`config.mk`:
```
export PLATFORM = sky130hd
export DESIGN_NAME = srs_sequencer
export DESIGN_NICKNAME = d
export VERILOG_FILES = /design/src/srs_pkg.sv /design/src/srs_sequencer.sv
export SDC_FILE = /design/constraint.sdc
export NUM_CORES = 2
export LEC_CHECK = 0
export CAP_MARGIN = 20
export CORE_MARGIN = 2
export CORE_UTILIZATION = 62
export DETAILED_ROUTE_END_ITERATION = 8
export DONT_BUFFER_PORTS = 1
export PLACE_DENSITY = 0.75
export SLEW_MARGIN = 5
export SYNTH_ARGS = -nofsm -noshare
export SYNTH_HDL_FRONTEND = slang
export SYNTH_SLANG_ARGS = --single-unit
```
`constraint.sdc`:
```
create_clock -name clk -period 7.9 [get_ports clk]
set_input_delay 0.395 -clock clk [delete_from_list [all_inputs] [get_ports clk]]
set_output_delay 0.395 -clock clk [all_outputs]
set_load 0.1 [all_outputs]
```
`src/srs_pkg.sv`:
```
package srs_pkg;

	// ***********************************************************
	// timing
	// ***********************************************************
	localparam int CLK_PERIOD_NS = 100;
	localparam int RST_HOLD_NS   = 1000;
	localparam int RST_HOLD_CYC  = (RST_HOLD_NS + CLK_PERIOD_NS - 1)
	                               / CLK_PERIOD_NS;
	localparam int SS_STEP_NS    = 1600;
	localparam int SS_STEP_CYC   = SS_STEP_NS / CLK_PERIOD_NS;
	localparam logic [7:0] RST_HOLD_LD = 8'(RST_HOLD_CYC - 1);
	localparam logic [7:0] SS_STEP_LD  = 8'(SS_STEP_CYC - 1);

	// ***********************************************************
	// sizes
	// ***********************************************************
	localparam int GPIO_N  = 83;
	localparam int GPIO_W  = 96;
	localparam int ADDR_W  = 6;
	localparam int EXT_N   = 4;
	localparam logic [GPIO_W-1:0] GPIO_MASK = {{13{1'b0}}, {83{1'b1}}};

	// ***********************************************************
	// register map, byte addresses
	// ***********************************************************
	localparam logic [ADDR_W-1:0] REG_CTRL     = 6'h00;
	localparam logic [ADDR_W-1:0] REG_EXT_RST  = 6'h04;
	localparam logic [ADDR_W-1:0] REG_STATUS   = 6'h08;
	localparam logic [ADDR_W-1:0] REG_CAUSE    = 6'h0C;
	localparam logic [ADDR_W-1:0] REG_GPIO_SEL = 6'h10;
	localparam logic [ADDR_W-1:0] REG_GPIO_DIR = 6'h14;
	localparam logic [ADDR_W-1:0] REG_GPIO_OUT = 6'h18;
	localparam logic [ADDR_W-1:0] REG_GPIO_OD  = 6'h1C;
	localparam logic [ADDR_W-1:0] REG_GPIO_ALT = 6'h20;
	localparam logic [ADDR_W-1:0] REG_GPIO_AK  = 6'h24;
	localparam logic [ADDR_W-1:0] REG_GPIO_IN  = 6'h28;

	// control bits
	localparam int CTRL_PLL_EN  = 0;
	localparam int CTRL_DIV_REL = 1;
	localparam int CTRL_FE_CLK  = 2;
	localparam int CTRL_IO_EN   = 3;
	localparam int CTRL_LOW_PWR = 4;
	localparam int CTRL_SS_LSB  = 5;
	// status bits
	localparam int STAT_MLOCK   = 0;
	localparam int STAT_LLOCK   = 1;
	localparam int STAT_CPU_RUN = 2;
	localparam int STAT_LCLK    = 3;
	// cause bits, write one to clear
	localparam logic [3:0] CAUSE_POR  = 4'h1;
	localparam logic [3:0] CAUSE_PG   = 4'h2;
	localparam logic [3:0] CAUSE_WDT  = 4'h4;
	localparam logic [3:0] CAUSE_LAMP = 4'h8;

	// spread depth codes and triangle peaks, unit 1/64 percent
	localparam logic [1:0] SS_OFF  = 2'h0;
	localparam logic [1:0] SS_HALF = 2'h1;
	localparam logic [1:0] SS_FULL = 2'h2;
	localparam logic [7:0] SS_PEAK_HALF = 8'h20;
	localparam logic [7:0] SS_PEAK_FULL = 8'h40;

	typedef enum logic [1:0] {
		ST_MPLL_START,
		ST_MPLL_WAIT,
		ST_SYS_RESET,
		ST_RUN
	} srs_fsm_e;

	typedef struct packed {
		logic              read;
		logic              write;
		logic [ADDR_W-1:0] address;
		logic [31:0]       writedata;
		logic [3:0]        byteenable;
	} srs_avs_req_s;

endpackage

```
`src/srs_sequencer.sv`:
```
`timescale 1ns/10ps
// Contract
// - power-up starts master PLL unaided, normal mode, then system reset.
// - any reset source returns the device to normal power mode.
// - every GPIO pin goes high-impedance on any system reset.
// - master PLL keeps running; only power-up reset restarts it.
// - only processor domain resets release; others wait for software.
// - processor clocks come out of reset at full rate.
// - front-end clocks stay disabled after reset until software enables.
// - link PLL powered down after reset, derived clocks off, resets held.
// - link output drivers powered down after reset, outputs tri-stated.
// - external reset outputs held until processor releases them.
// - processor boots from external flash after reset release.
// - link PLL enabled while dividers held in reset until released.
// - link PLL lock is visible to firmware before rates are set.
// - divider release enables link clocks; external resets released last.
// - spread modulation made internally, applied only to link clock.
// - modulation profile is triangular only.
// - spread depth selectable: zero, half and one percent center.
// - 83 GPIO pins each with own direction setting.
// - each GPIO output push-pull or open-drain; alternate functions.
// - reset sets GPIO input; clears alternates except clock and PWM.
module srs_sequencer
	import srs_pkg::*;
(
	input  wire logic                 clk,
	input  wire logic                 nrst,
	input  wire srs_avs_req_s         avs_req,
	output logic                      avs_waitrequest,
	output logic [31:0]               avs_readdata,
	input  wire logic                 power_good_input,
	input  wire logic                 lamp_strike_in,
	input  wire logic                 watchdog_timeout,
	input  wire logic                 master_pll_lock,
	input  wire logic                 link_pll_lock,
	input  wire logic [GPIO_N-1:0]    gpio_in,
	output logic [GPIO_N-1:0]         gpio_out,
	output logic [GPIO_N-1:0]         gpio_oe,
	output logic [GPIO_N-1:0]         gpio_alt_en,
	output logic                      master_pll_en,
	output logic                      cpu_rst_n,
	output logic                      cpu_clk_full,
	output logic                      boot_from_flash,
	output logic                      fe_clk_en,
	output logic                      display_link_pll_pd,
	output logic                      link_div_rst_n,
	output logic                      link_clk_en,
	output logic                      link_io_pd,
	output logic                      link_io_oe,
	output logic [EXT_N-1:0]          ext_rst_n,
	output logic                      low_power,
	output logic [7:0]                ss_offset
);

	// ***********************************************************
	// state
	// ***********************************************************
	typedef struct packed {
		srs_fsm_e            fsm;
		logic [7:0]          hold_cnt;
		logic                pg_s1;
		logic                pg_s2;
		logic                lamp_s1;
		logic                lamp_s2;
		logic                mlock_s1;
		logic                mlock_s2;
		logic                llock_s1;
		logic                llock_s2;
		logic [GPIO_N-1:0]   gin_s1;
		logic [GPIO_N-1:0]   gin_s2;
		logic                wait_q;
		logic [31:0]         rdata;
		logic                pll_en;
		logic                div_rel;
		logic                fe_clk;
		logic                io_en;
		logic                low_pwr;
		logic [1:0]          ss_depth;
		logic [EXT_N-1:0]    ext_rel;
		logic [3:0]          cause;
		logic [1:0]          gsel;
		logic [GPIO_W-1:0]   gdir;
		logic [GPIO_W-1:0]   gout;
		logic [GPIO_W-1:0]   god;
		logic [GPIO_W-1:0]   galt;
		logic [GPIO_W-1:0]   galtk;
		logic [7:0]          ss_cnt;
		logic [7:0]          ss_tri;
		logic                ss_up;
		logic                mpll_en;
		logic                cpu_rst_n;
		logic                cpu_full;
		logic                boot_flash;
		logic                fe_clk_en;
		logic                lpll_pd;
		logic                ldiv_rst_n;
		logic                lclk_en;
		logic                lio_pd;
		logic                lio_oe;
		logic [EXT_N-1:0]    ext_rst_n;
		logic                low_power;
		logic [7:0]          ss_offset;
		logic [GPIO_N-1:0]   gpio_out;
		logic [GPIO_N-1:0]   gpio_oe;
		logic [GPIO_N-1:0]   gpio_alt;
	} srs_state_s;

	srs_state_s s;
	srs_state_s next_s;

	// ***********************************************************
	// helpers
	// ***********************************************************
	function automatic logic [31:0] be_merge(input logic [31:0] old_v,
		input logic [31:0] new_v, input logic [3:0] be);
		logic [31:0] r;
		r = old_v;
		for (int i = 0; i < 4; i++) begin
			if (be[i]) begin
				r[i*8 +: 8] = new_v[i*8 +: 8];
			end
		end
		return r;
	endfunction

	function automatic logic [31:0] get_word(input logic [GPIO_W-1:0] v,
		input logic [1:0] sel);
		logic [31:0] r;
		case (sel)
			2'h0: r = v[31:0];
			2'h1: r = v[63:32];
			2'h2: r = v[95:64];
			default: r = 32'h0000_0000;
		endcase
		return r;
	endfunction

	function automatic logic [GPIO_W-1:0] put_word(
		input logic [GPIO_W-1:0] v, input logic [1:0] sel,
		input logic [31:0] d, input logic [3:0] be);
		logic [GPIO_W-1:0] r;
		r = v;
		case (sel)
			2'h0: r[31:0]  = be_merge(v[31:0], d, be);
			2'h1: r[63:32] = be_merge(v[63:32], d, be);
			2'h2: r[95:64] = be_merge(v[95:64], d, be);
			default: r = v;
		endcase
		return r & GPIO_MASK;
	endfunction

	// ***********************************************************
	// next state
	// ***********************************************************
	logic              rst_req;
	logic              in_reset;
	logic              wr_take;
	logic              rd_take;
	logic [7:0]        peak;
	logic [GPIO_W-1:0] gin_pad;

	always_comb begin
		next_s = s;
		next_s.pg_s1    = power_good_input;
		next_s.pg_s2    = s.pg_s1;
		next_s.lamp_s1  = lamp_strike_in;
		next_s.lamp_s2  = s.lamp_s1;
		next_s.mlock_s1 = master_pll_lock;
		next_s.mlock_s2 = s.mlock_s1;
		next_s.llock_s1 = link_pll_lock;
		next_s.llock_s2 = s.llock_s1;
		next_s.gin_s1   = gpio_in;
		next_s.gin_s2   = s.gin_s1;
		gin_pad = {{(GPIO_W - GPIO_N){1'b0}}, s.gin_s2};
		rst_req = !s.pg_s2 || watchdog_timeout || s.lamp_s2;

		// sequencing
		case (s.fsm)
			ST_MPLL_START: begin
				next_s.mpll_en = 1'b1;
				next_s.fsm = ST_MPLL_WAIT;
			end
			ST_MPLL_WAIT: begin
				if (s.mlock_s2) begin
					next_s.fsm = ST_SYS_RESET;
					next_s.hold_cnt = RST_HOLD_LD;
				end
			end
			ST_SYS_RESET: begin
				if (rst_req) begin
					next_s.hold_cnt = RST_HOLD_LD;
				end else if (s.hold_cnt == 8'h00) begin
					next_s.fsm = ST_RUN;
				end else begin
					next_s.hold_cnt = s.hold_cnt - 8'h01;
				end
			end
			ST_RUN: begin
				if (rst_req) begin
					next_s.fsm = ST_SYS_RESET;
					next_s.hold_cnt = RST_HOLD_LD;
				end
			end
			default: begin
				next_s.fsm = ST_MPLL_START;
			end
		endcase
		in_reset = (s.fsm != ST_RUN) || rst_req;

		// sticky causes, set wins over clear
		if (s.wait_q == 1'b0 && avs_req.write &&
			avs_req.address == REG_CAUSE) begin
			next_s.cause = s.cause & ~avs_req.writedata[3:0];
		end
		if (!s.pg_s2) begin
			next_s.cause = next_s.cause | CAUSE_PG;
		end
		if (watchdog_timeout) begin
			next_s.cause = next_s.cause | CAUSE_WDT;
		end
		if (s.lamp_s2) begin
			next_s.cause = next_s.cause | CAUSE_LAMP;
		end

		// bus slave: one wait cycle, then complete
		next_s.wait_q = !((avs_req.read || avs_req.write) && s.wait_q);
		rd_take = avs_req.read && s.wait_q;
		wr_take = avs_req.write && !s.wait_q && !in_reset;
		if (rd_take) begin
			case (avs_req.address)
				REG_CTRL: begin
					next_s.rdata = {25'h0, s.ss_depth, s.low_pwr, s.io_en,
						s.fe_clk, s.div_rel, s.pll_en};
				end
				REG_EXT_RST: next_s.rdata = {28'h0, s.ext_rel};
				REG_STATUS: begin
					next_s.rdata = {28'h0, s.lclk_en, s.cpu_rst_n,
						s.llock_s2, s.mlock_s2};
				end
				REG_CAUSE:    next_s.rdata = {28'h0, s.cause};
				REG_GPIO_SEL: next_s.rdata = {30'h0, s.gsel};
				REG_GPIO_DIR: next_s.rdata = get_word(s.gdir, s.gsel);
				REG_GPIO_OUT: next_s.rdata = get_word(s.gout, s.gsel);
				REG_GPIO_OD:  next_s.rdata = get_word(s.god, s.gsel);
				REG_GPIO_ALT: next_s.rdata = get_word(s.galt, s.gsel);
				REG_GPIO_AK:  next_s.rdata = get_word(s.galtk, s.gsel);
				REG_GPIO_IN:  next_s.rdata = get_word(gin_pad, s.gsel);
				default:      next_s.rdata = 32'h0000_0000;
			endcase
		end
		if (wr_take) begin
			case (avs_req.address)
				REG_CTRL: begin
					if (avs_req.byteenable[0]) begin
						next_s.pll_en  = avs_req.writedata[CTRL_PLL_EN];
						next_s.div_rel = avs_req.writedata[CTRL_DIV_REL];
						next_s.fe_clk  = avs_req.writedata[CTRL_FE_CLK];
						next_s.io_en   = avs_req.writedata[CTRL_IO_EN];
						next_s.low_pwr = avs_req.writedata[CTRL_LOW_PWR];
						next_s.ss_depth =
							avs_req.writedata[CTRL_SS_LSB +: 2];
					end
				end
				REG_EXT_RST: begin
					if (avs_req.byteenable[0]) begin
						next_s.ext_rel = avs_req.writedata[EXT_N-1:0];
					end
				end
				REG_GPIO_SEL: begin
					if (avs_req.byteenable[0]) begin
						next_s.gsel = avs_req.writedata[1:0];
					end
				end
				REG_GPIO_DIR: begin
					next_s.gdir = put_word(s.gdir, s.gsel,
						avs_req.writedata, avs_req.byteenable);
				end
				REG_GPIO_OUT: begin
					next_s.gout = put_word(s.gout, s.gsel,
						avs_req.writedata, avs_req.byteenable);
				end
				REG_GPIO_OD: begin
					next_s.god = put_word(s.god, s.gsel,
						avs_req.writedata, avs_req.byteenable);
				end
				REG_GPIO_ALT: begin
					next_s.galt = put_word(s.galt, s.gsel,
						avs_req.writedata, avs_req.byteenable);
				end
				REG_GPIO_AK: begin
					next_s.galtk = put_word(s.galtk, s.gsel,
						avs_req.writedata, avs_req.byteenable);
				end
				default: begin
					next_s.gsel = s.gsel;
				end
			endcase
		end

		// defaults forced while any system reset is active
		if (in_reset) begin
			next_s.low_pwr  = 1'b0;
			next_s.pll_en   = 1'b0;
			next_s.div_rel  = 1'b0;
			next_s.fe_clk   = 1'b0;
			next_s.io_en    = 1'b0;
			next_s.ext_rel  = {EXT_N{1'b0}};
			next_s.ss_depth = SS_OFF;
			next_s.gdir     = {GPIO_W{1'b0}};
			next_s.gout     = {GPIO_W{1'b0}};
			next_s.god      = {GPIO_W{1'b0}};
			next_s.galt     = {GPIO_W{1'b0}};
			next_s.gsel     = 2'h0;
		end

		// triangular spread, link clock only
		case (next_s.ss_depth)
			SS_HALF: peak = SS_PEAK_HALF;
			SS_FULL: peak = SS_PEAK_FULL;
			default: peak = 8'h00;
		endcase
		if (!next_s.pll_en || peak == 8'h00) begin
			next_s.ss_cnt = 8'h00;
			next_s.ss_tri = peak;
			next_s.ss_up  = 1'b1;
		end else if (s.ss_cnt != SS_STEP_LD) begin
			next_s.ss_cnt = s.ss_cnt + 8'h01;
		end else begin
			next_s.ss_cnt = 8'h00;
			if (s.ss_tri > {peak[6:0], 1'b0}) begin
				next_s.ss_tri = peak;
			end else if (s.ss_up) begin
				next_s.ss_up  = (s.ss_tri + 8'h01) < {peak[6:0], 1'b0};
				next_s.ss_tri = s.ss_tri + 8'h01;
			end else begin
				next_s.ss_up  = (s.ss_tri - 8'h01) == 8'h00;
				next_s.ss_tri = s.ss_tri - 8'h01;
			end
		end
		next_s.ss_offset = next_s.ss_tri - peak;

		// registered outputs
		next_s.cpu_rst_n  = (next_s.fsm == ST_RUN);
		next_s.cpu_full   = !next_s.low_pwr;
		next_s.boot_flash = 1'b1;
		next_s.low_power  = next_s.low_pwr;
		next_s.fe_clk_en  = next_s.fe_clk;
		next_s.lpll_pd    = !next_s.pll_en;
		next_s.ldiv_rst_n = next_s.pll_en && next_s.div_rel;
		next_s.lclk_en    = next_s.pll_en && next_s.div_rel;
		next_s.lio_pd     = !next_s.io_en;
		next_s.lio_oe     = next_s.io_en;
		next_s.ext_rst_n  = next_s.ext_rel;
		next_s.gpio_oe    = next_s.gdir[GPIO_N-1:0] &
			~(next_s.god[GPIO_N-1:0] & next_s.gout[GPIO_N-1:0]);
		next_s.gpio_out   = next_s.gout[GPIO_N-1:0] &
			~next_s.god[GPIO_N-1:0];
		next_s.gpio_alt   = next_s.galt[GPIO_N-1:0] |
			next_s.galtk[GPIO_N-1:0];
	end

	// ***********************************************************
	// registers
	// ***********************************************************
	always_ff @(posedge clk or negedge nrst) begin
		if (!nrst) begin
			s <= '0;
			s.fsm <= ST_MPLL_START;
			s.wait_q <= 1'b1;
			// power good idles high: no false loss after reset
			s.pg_s1 <= 1'b1;
			s.pg_s2 <= 1'b1;
			s.cause <= CAUSE_POR;
			s.lpll_pd <= 1'b1;
			s.lio_pd <= 1'b1;
			s.cpu_full <= 1'b1;
		end else begin
			s <= next_s;
		end
	end

	assign avs_waitrequest     = s.wait_q;
	assign avs_readdata        = s.rdata;
	assign gpio_out            = s.gpio_out;
	assign gpio_oe             = s.gpio_oe;
	assign gpio_alt_en         = s.gpio_alt;
	assign master_pll_en       = s.mpll_en;
	assign cpu_rst_n           = s.cpu_rst_n;
	assign cpu_clk_full        = s.cpu_full;
	assign boot_from_flash     = s.boot_flash;
	assign fe_clk_en           = s.fe_clk_en;
	assign display_link_pll_pd = s.lpll_pd;
	assign link_div_rst_n      = s.ldiv_rst_n;
	assign link_clk_en         = s.lclk_en;
	assign link_io_pd          = s.lio_pd;
	assign link_io_oe          = s.lio_oe;
	assign ext_rst_n           = s.ext_rst_n;
	assign low_power           = s.low_power;
	assign ss_offset           = s.ss_offset;
endmodule

```
== Word level (Yosys, flattened, before mapping) ==
Index checks and enable logic that the tools add are counted.
Operators by class
  $mul: 0
  muxes and demuxes: 111
  reductions and logical operators: 44
  shift operators: 0
  order comparisons: 2
  add/subtract/negate cells: 5
  bitwise gates (word level): 9
  divide/modulo/power cells: 0
  equality and inequality tests: 25
Operators with widths (number)
  $pmux W32 S3: 6
  $mux W482: 1
  $mux W8: 54
  $mux W386: 1
  $mux W96: 4
  $pmux W32 S11: 1
  $mux W32: 10
  $and A83 B83 Y83: 3
  $not A83 Y83: 2
  $mux W19: 5
  $mux W83: 1
  $or A83 B83 Y83: 1
  $eq A6 B5 Y1 const B: 4
  $logic_not A8 Y1: 3
  $pmux W8 S3: 1
  $mux W11: 2
  $mux W10: 2
  $eq A6 B6 Y1 const B: 3
  $mux W3: 6
  $mux W9: 2
  $reduce_bool A2 Y1: 9
  $mux W17: 1
  $add A8 B1 Y8 const B: 2
  $mux W4: 4
  other kinds (28): 68
Word-level totals
  bits in latches: 0
  memory bits (read-only): 0
  register bits after elaboration: 982
  memories: 0
  input port bits: 134
  bits in writable memories: 0
  output and inout bits: 305

== Depth between registers and ports, before layout ==
  depth after elaboration: 16
  depth in mapped cells: 19
  depth with buffers taken out: 17

== Worst setup path after synthesis ==
No wires, ideal clock.
  path type: input port to flip-flop
  from: in avs_req[40] in the netlist's numbering
  to: reg s, in the netlist ss_offset[7]
  stages: 18
  slack: 3.702 ns
  data arrival time: 4.067 ns
  cells stage by stage: nor4_1 > and4_1 > buf_2 > mux2i_1 > nand2b_1 > inv_1 > ha_1 > ha_1 > nand3_1 > o22a_1 > clkbuf_1 > o21ai_0 > a21oi_1 > a2bb2oi_1 > ha_1 > inv_1 > fa_1 > xor2_1
RTL lines
  from (decl): line srs_sequencer.sv:28  | input wire srs_avs_req_s avs_req,
  to (signal assigned): line srs_sequencer.sv:378  | s <= next_s;
  to (decl): line srs_sequencer.sv:108  | srs_state_s s;

==> key figures <==
Status
  – Status: finished, final reports clean

Hold path
  – Min-Delay Path Class: input pin to register

Setup path
  – Worst-case reg-to-reg path depth: 17
  – CP startpoint: avs_waitrequest
  – Max FO, Critical Path: 13
  – Crit start category: register
  – Reg-to-reg endpoint: ss_offset[7]
  – Arrival @ worst endpoint: 5.85 ns
  – Worst setup endpoint: ss_offset[7]
  – Crit end category: register
  – Reg2Reg Setup Slack: ~2.6 ns
  – R2r startpoint: avs_waitrequest
  – Crit Path Category: register to register
  – Required @ worst endpoint: around 8.4 ns

Floorplan
  – IO Pins: ~440
  – Die area: 69,390 um2
  – Row count: 95
  – Starting Density: 0.6235
  – Die Span Y: 263.4 um
  – Core ar.: about 67,000 um2
  – Die X: between 200 and 300 um

Timing
  – Fin crit period: 5.324 ns
  – Max Clk Rate: between 150 and 200 MHz
  – Final worst clock skew: approximately 0.013 ns
  – RSZ-0062 raised after global routing: false
  – Slew @ Worst Pin: roughly 1.2 ns
  – Slew Limit Headroom: 0.1682
  – Final hold viol count: 0
  – Final setup fails: 0
  – Final max-slew violation count: 0
  – Setup TNS: 0 ns
  – Tcrit/Tclk final: 0.6739

Detailed routing
  – Remaining antenna violation count: 0
  – Post-Route WL: roughly 130 mm
  – DR vias/cell: 6.535
  – First-pass DRT Iterations: 6
  – Via Count: ~31k
  – Initial DRC Count: just over 4k
  – Drt drc: 0
  – Wire per inst: roughly 27 um

Power and ir drop
  – Peak supply drop: around 0.00018 V
  – Pwr/cell area: roughly 230 nW/um2
  – Static Leak: around 20 nW

Flow run
  – Max-cap violation count: 0

Cells and area
  – Share of cells above drive strength 1: 0.08197
  – Nets: between 3k and 4k
  – Area grow syn2layout: 7.464%
  – Final Cell Area: 44,840 um2
  – Most frequent cells in the layout: dfrtp_1 (915), nand2_1 (568), nor2_1 (459)
  – Fillers: 4,912
  – Commonest non-fill, non-tap cell in the layout: dfrtp_1

Global route
  – Gr usage total: 0.3554
  – Vias in the first global route: 29.61k
  – Pin count of the biggest net entering global routing: 926
  – Total gr overflow: 0
  – First-pass GRT wire length: approximately 190 mm
  – Initial antenna violation count: 4

Clocking
  – CTS buffer count: just over 90
  – CTS HTree Levels: 3
  – Clock-pin slew on the worst setup and hold paths: 0.06 ns
  – Clock Sinks: just over 900
  – Root buffer cell: clkbuf_16
  – Clock latency on the worst-skew pair: between 0.6 and 0.7 ns
  – Clock buffer depth: 3
  – CTS tree: done

Placement
  – I/O Buffers: 0
  – Post-DP HPWL: 77.73 mm
  – Placed inst area: between 30,000 and 40,000 um2
  – GP Congestion: 0.9392

Yosys
  – Synthesized Nets: ~4.2k
  – Yosys reg bits: between 900 and 1k
  – Yosys warns: 0
  – Post-synthesis sequential area ratio: 0.5550
  – Share of flip-flops with an asynchronous set or reset: 1.000
  – EDFF count, synth: 0
  – Share of the synthesized area in the top cell type: 0.5506
  – Syn_area_per_cell: ~10 um2
  – Leading area contributor after synthesis: dfrtp_1
  – Post-Syn Instances: 4,059
  – Synthesized area: ~42,000 um2
  – Post-synth top flop: dfrtp_1
  – Distinct cell type count after synthesis: 73
  – Top cells by area, synth: dfrtp_1 (55%), buf_4 (5.3%), nand2_1 (5.1%), mux2i_1 (4.8%), nor2_1 (4.2%)
[worst min-delay path by stage]
stage          slack, ns  cells past startpoint               to       start
2_1_floorplan        0.1                      0  avs_readdata[0]        nrst
3_3_place_gp        0.12                      0     ss_offset[2]        nrst
3_5_place_dp        0.13                      0     ss_offset[0]        nrst
4_1_cts            -0.55                      0     ss_offset[0]        nrst
5_1_grt            0.008                      2       gpio_oe[4]  avs_req[8]
6_report            0.02                      2       gpio_oe[4]  avs_req[8]
[worst max-delay path: stages, from the launching register on]
cell and delay [ns]:
dfstp_2 0.55, nor2b_1 0.90, and4_1 0.74, mux2i_1 0.15, nand2b_1 0.18, inv_1 0.10, ha_1 0.17, inv_1 0.09
ha_1 0.29, nor2b_1 0.15, o22a_1 0.43, o21ai_0 0.18, a21oi_1 0.23, a2bb2oi_1 0.20, ha_1 0.16, inv_1 0.05
fa_1 0.43, xor2_1 0.17
[flip-flops by register name, indices dropped and copies added (netlist names), 4 cells and up]
name	count
gpio_alt_en	83
gin_pad	83
avs_readdata	32
gpio_oe	83
gpio_out	83
s	451
ss_offset	8
ext_rst_n	4
next_s	87
[per-layer routing]
| layer | GRT usage | share of wire |
|---|---|---|
| met4 | 0.1538 | 0.045 |
| met3 | 0.09662 | 0.11 |
| met2 | 0.5353 | 0.45 |
| met1 | 0.4881 | 0.39 |
| met5 | 0 | 0.00021 |
[layout make-up]
| cell class | count | area [um2] | area share |
|---|---|---|---|
| Antenna cell | 5 | 12.51 | 0.0002790 |
| Clock buffer | 115 | 2549 | 0.05684 |
| Clock inverter | 53 | 848.3 | 0.01892 |
| Inverter | 23 | 86.33 | 0.001925 |
| Multi-Input combinational cell | 2563 | 15310 | 0.3414 |
| Sequential cell | 925 | 23160 | 0.5166 |
| Tap cell | 873 | 1092 | 0.02436 |
| Timing Repair Buffer | 176 | 1780 | 0.03971 |
[logic make-up after synthesis]
| logic type | Yosys count | share of synthesized area |
|---|---|---|
| and+or+nand+nor | 1480 | 0.1620 |
| DFF | 925 | 0.5550 |
| AOI/OAI and AO/OA | 790 | 0.1285 |
| buffers and inverters | 571 | 0.08060 |
| muxes | 259 | 0.06498 |
| adders and majority gates | 19 | 0.005878 |
| xor gates and xnor gates | 14 | 0.002939 |
| other | 1 | 0.00008987 |
[power breakdown]
| part | leakage, nW | internal [W] | total [W] | switching, W |
|---|---|---|---|---|
| combinational | 5.41 | 0.000133 | 0.000462 | 0.000329 |
| sequential | 12.5 | 0.00481 | 0.00488 | 0.0000712 |
| clock | 1.66 | 0.00293 | 0.00489 | 0.00196 |
| total | 19.5 | 0.00787 | 0.0102 | 0.00236 |
[cells in the mapped netlist (all sizes together), types with 41 or more instances]
cell type  instances
clkbuf           210
a21oi            208
nand2            569
and2              71
nor4b             54
nor3              97
nand3             99
nor2             482
a22oi            129
o2bb2ai           85
o21ai            145
dfrtp            918
mux2              55
buf              338
o31a              80
nor4              41
mux2i            200
[what timing repair did]
item | CTS | global route
setup endpoints to repair | 0 | 0
buffers inserted | 0 | 0
hold endpoints to repair | 1621 | 239
resized for setup | 0 | 0
hold buffers | 128 | 2
[stage by stage]
| step | util | cells | hold slack [ns] | total power, W | setup WS [ns] |
|---|---|---|---|---|---|
| finish | 0.6700 | 4733 | 0.01740 | 0.01023 | 2.576 |
| global route | 0.6699 | 4730 | 0.007923 | 0.01049 | 2.271 |
| CTS | 0.6668 | 4718 | -0.5492 | 0.01014 | 2.668 |
| detailed placement | 0.5969 | 4422 | 0.1299 | 0.005214 | 2.709 |
| global placement | 0.5969 | 4422 | 0.1177 | 0.005205 | 2.835 |
| floorplan | - | 4059 | 0.09941 | 0.005172 | 3.702 |
Power figures use the tool's default switching activity.
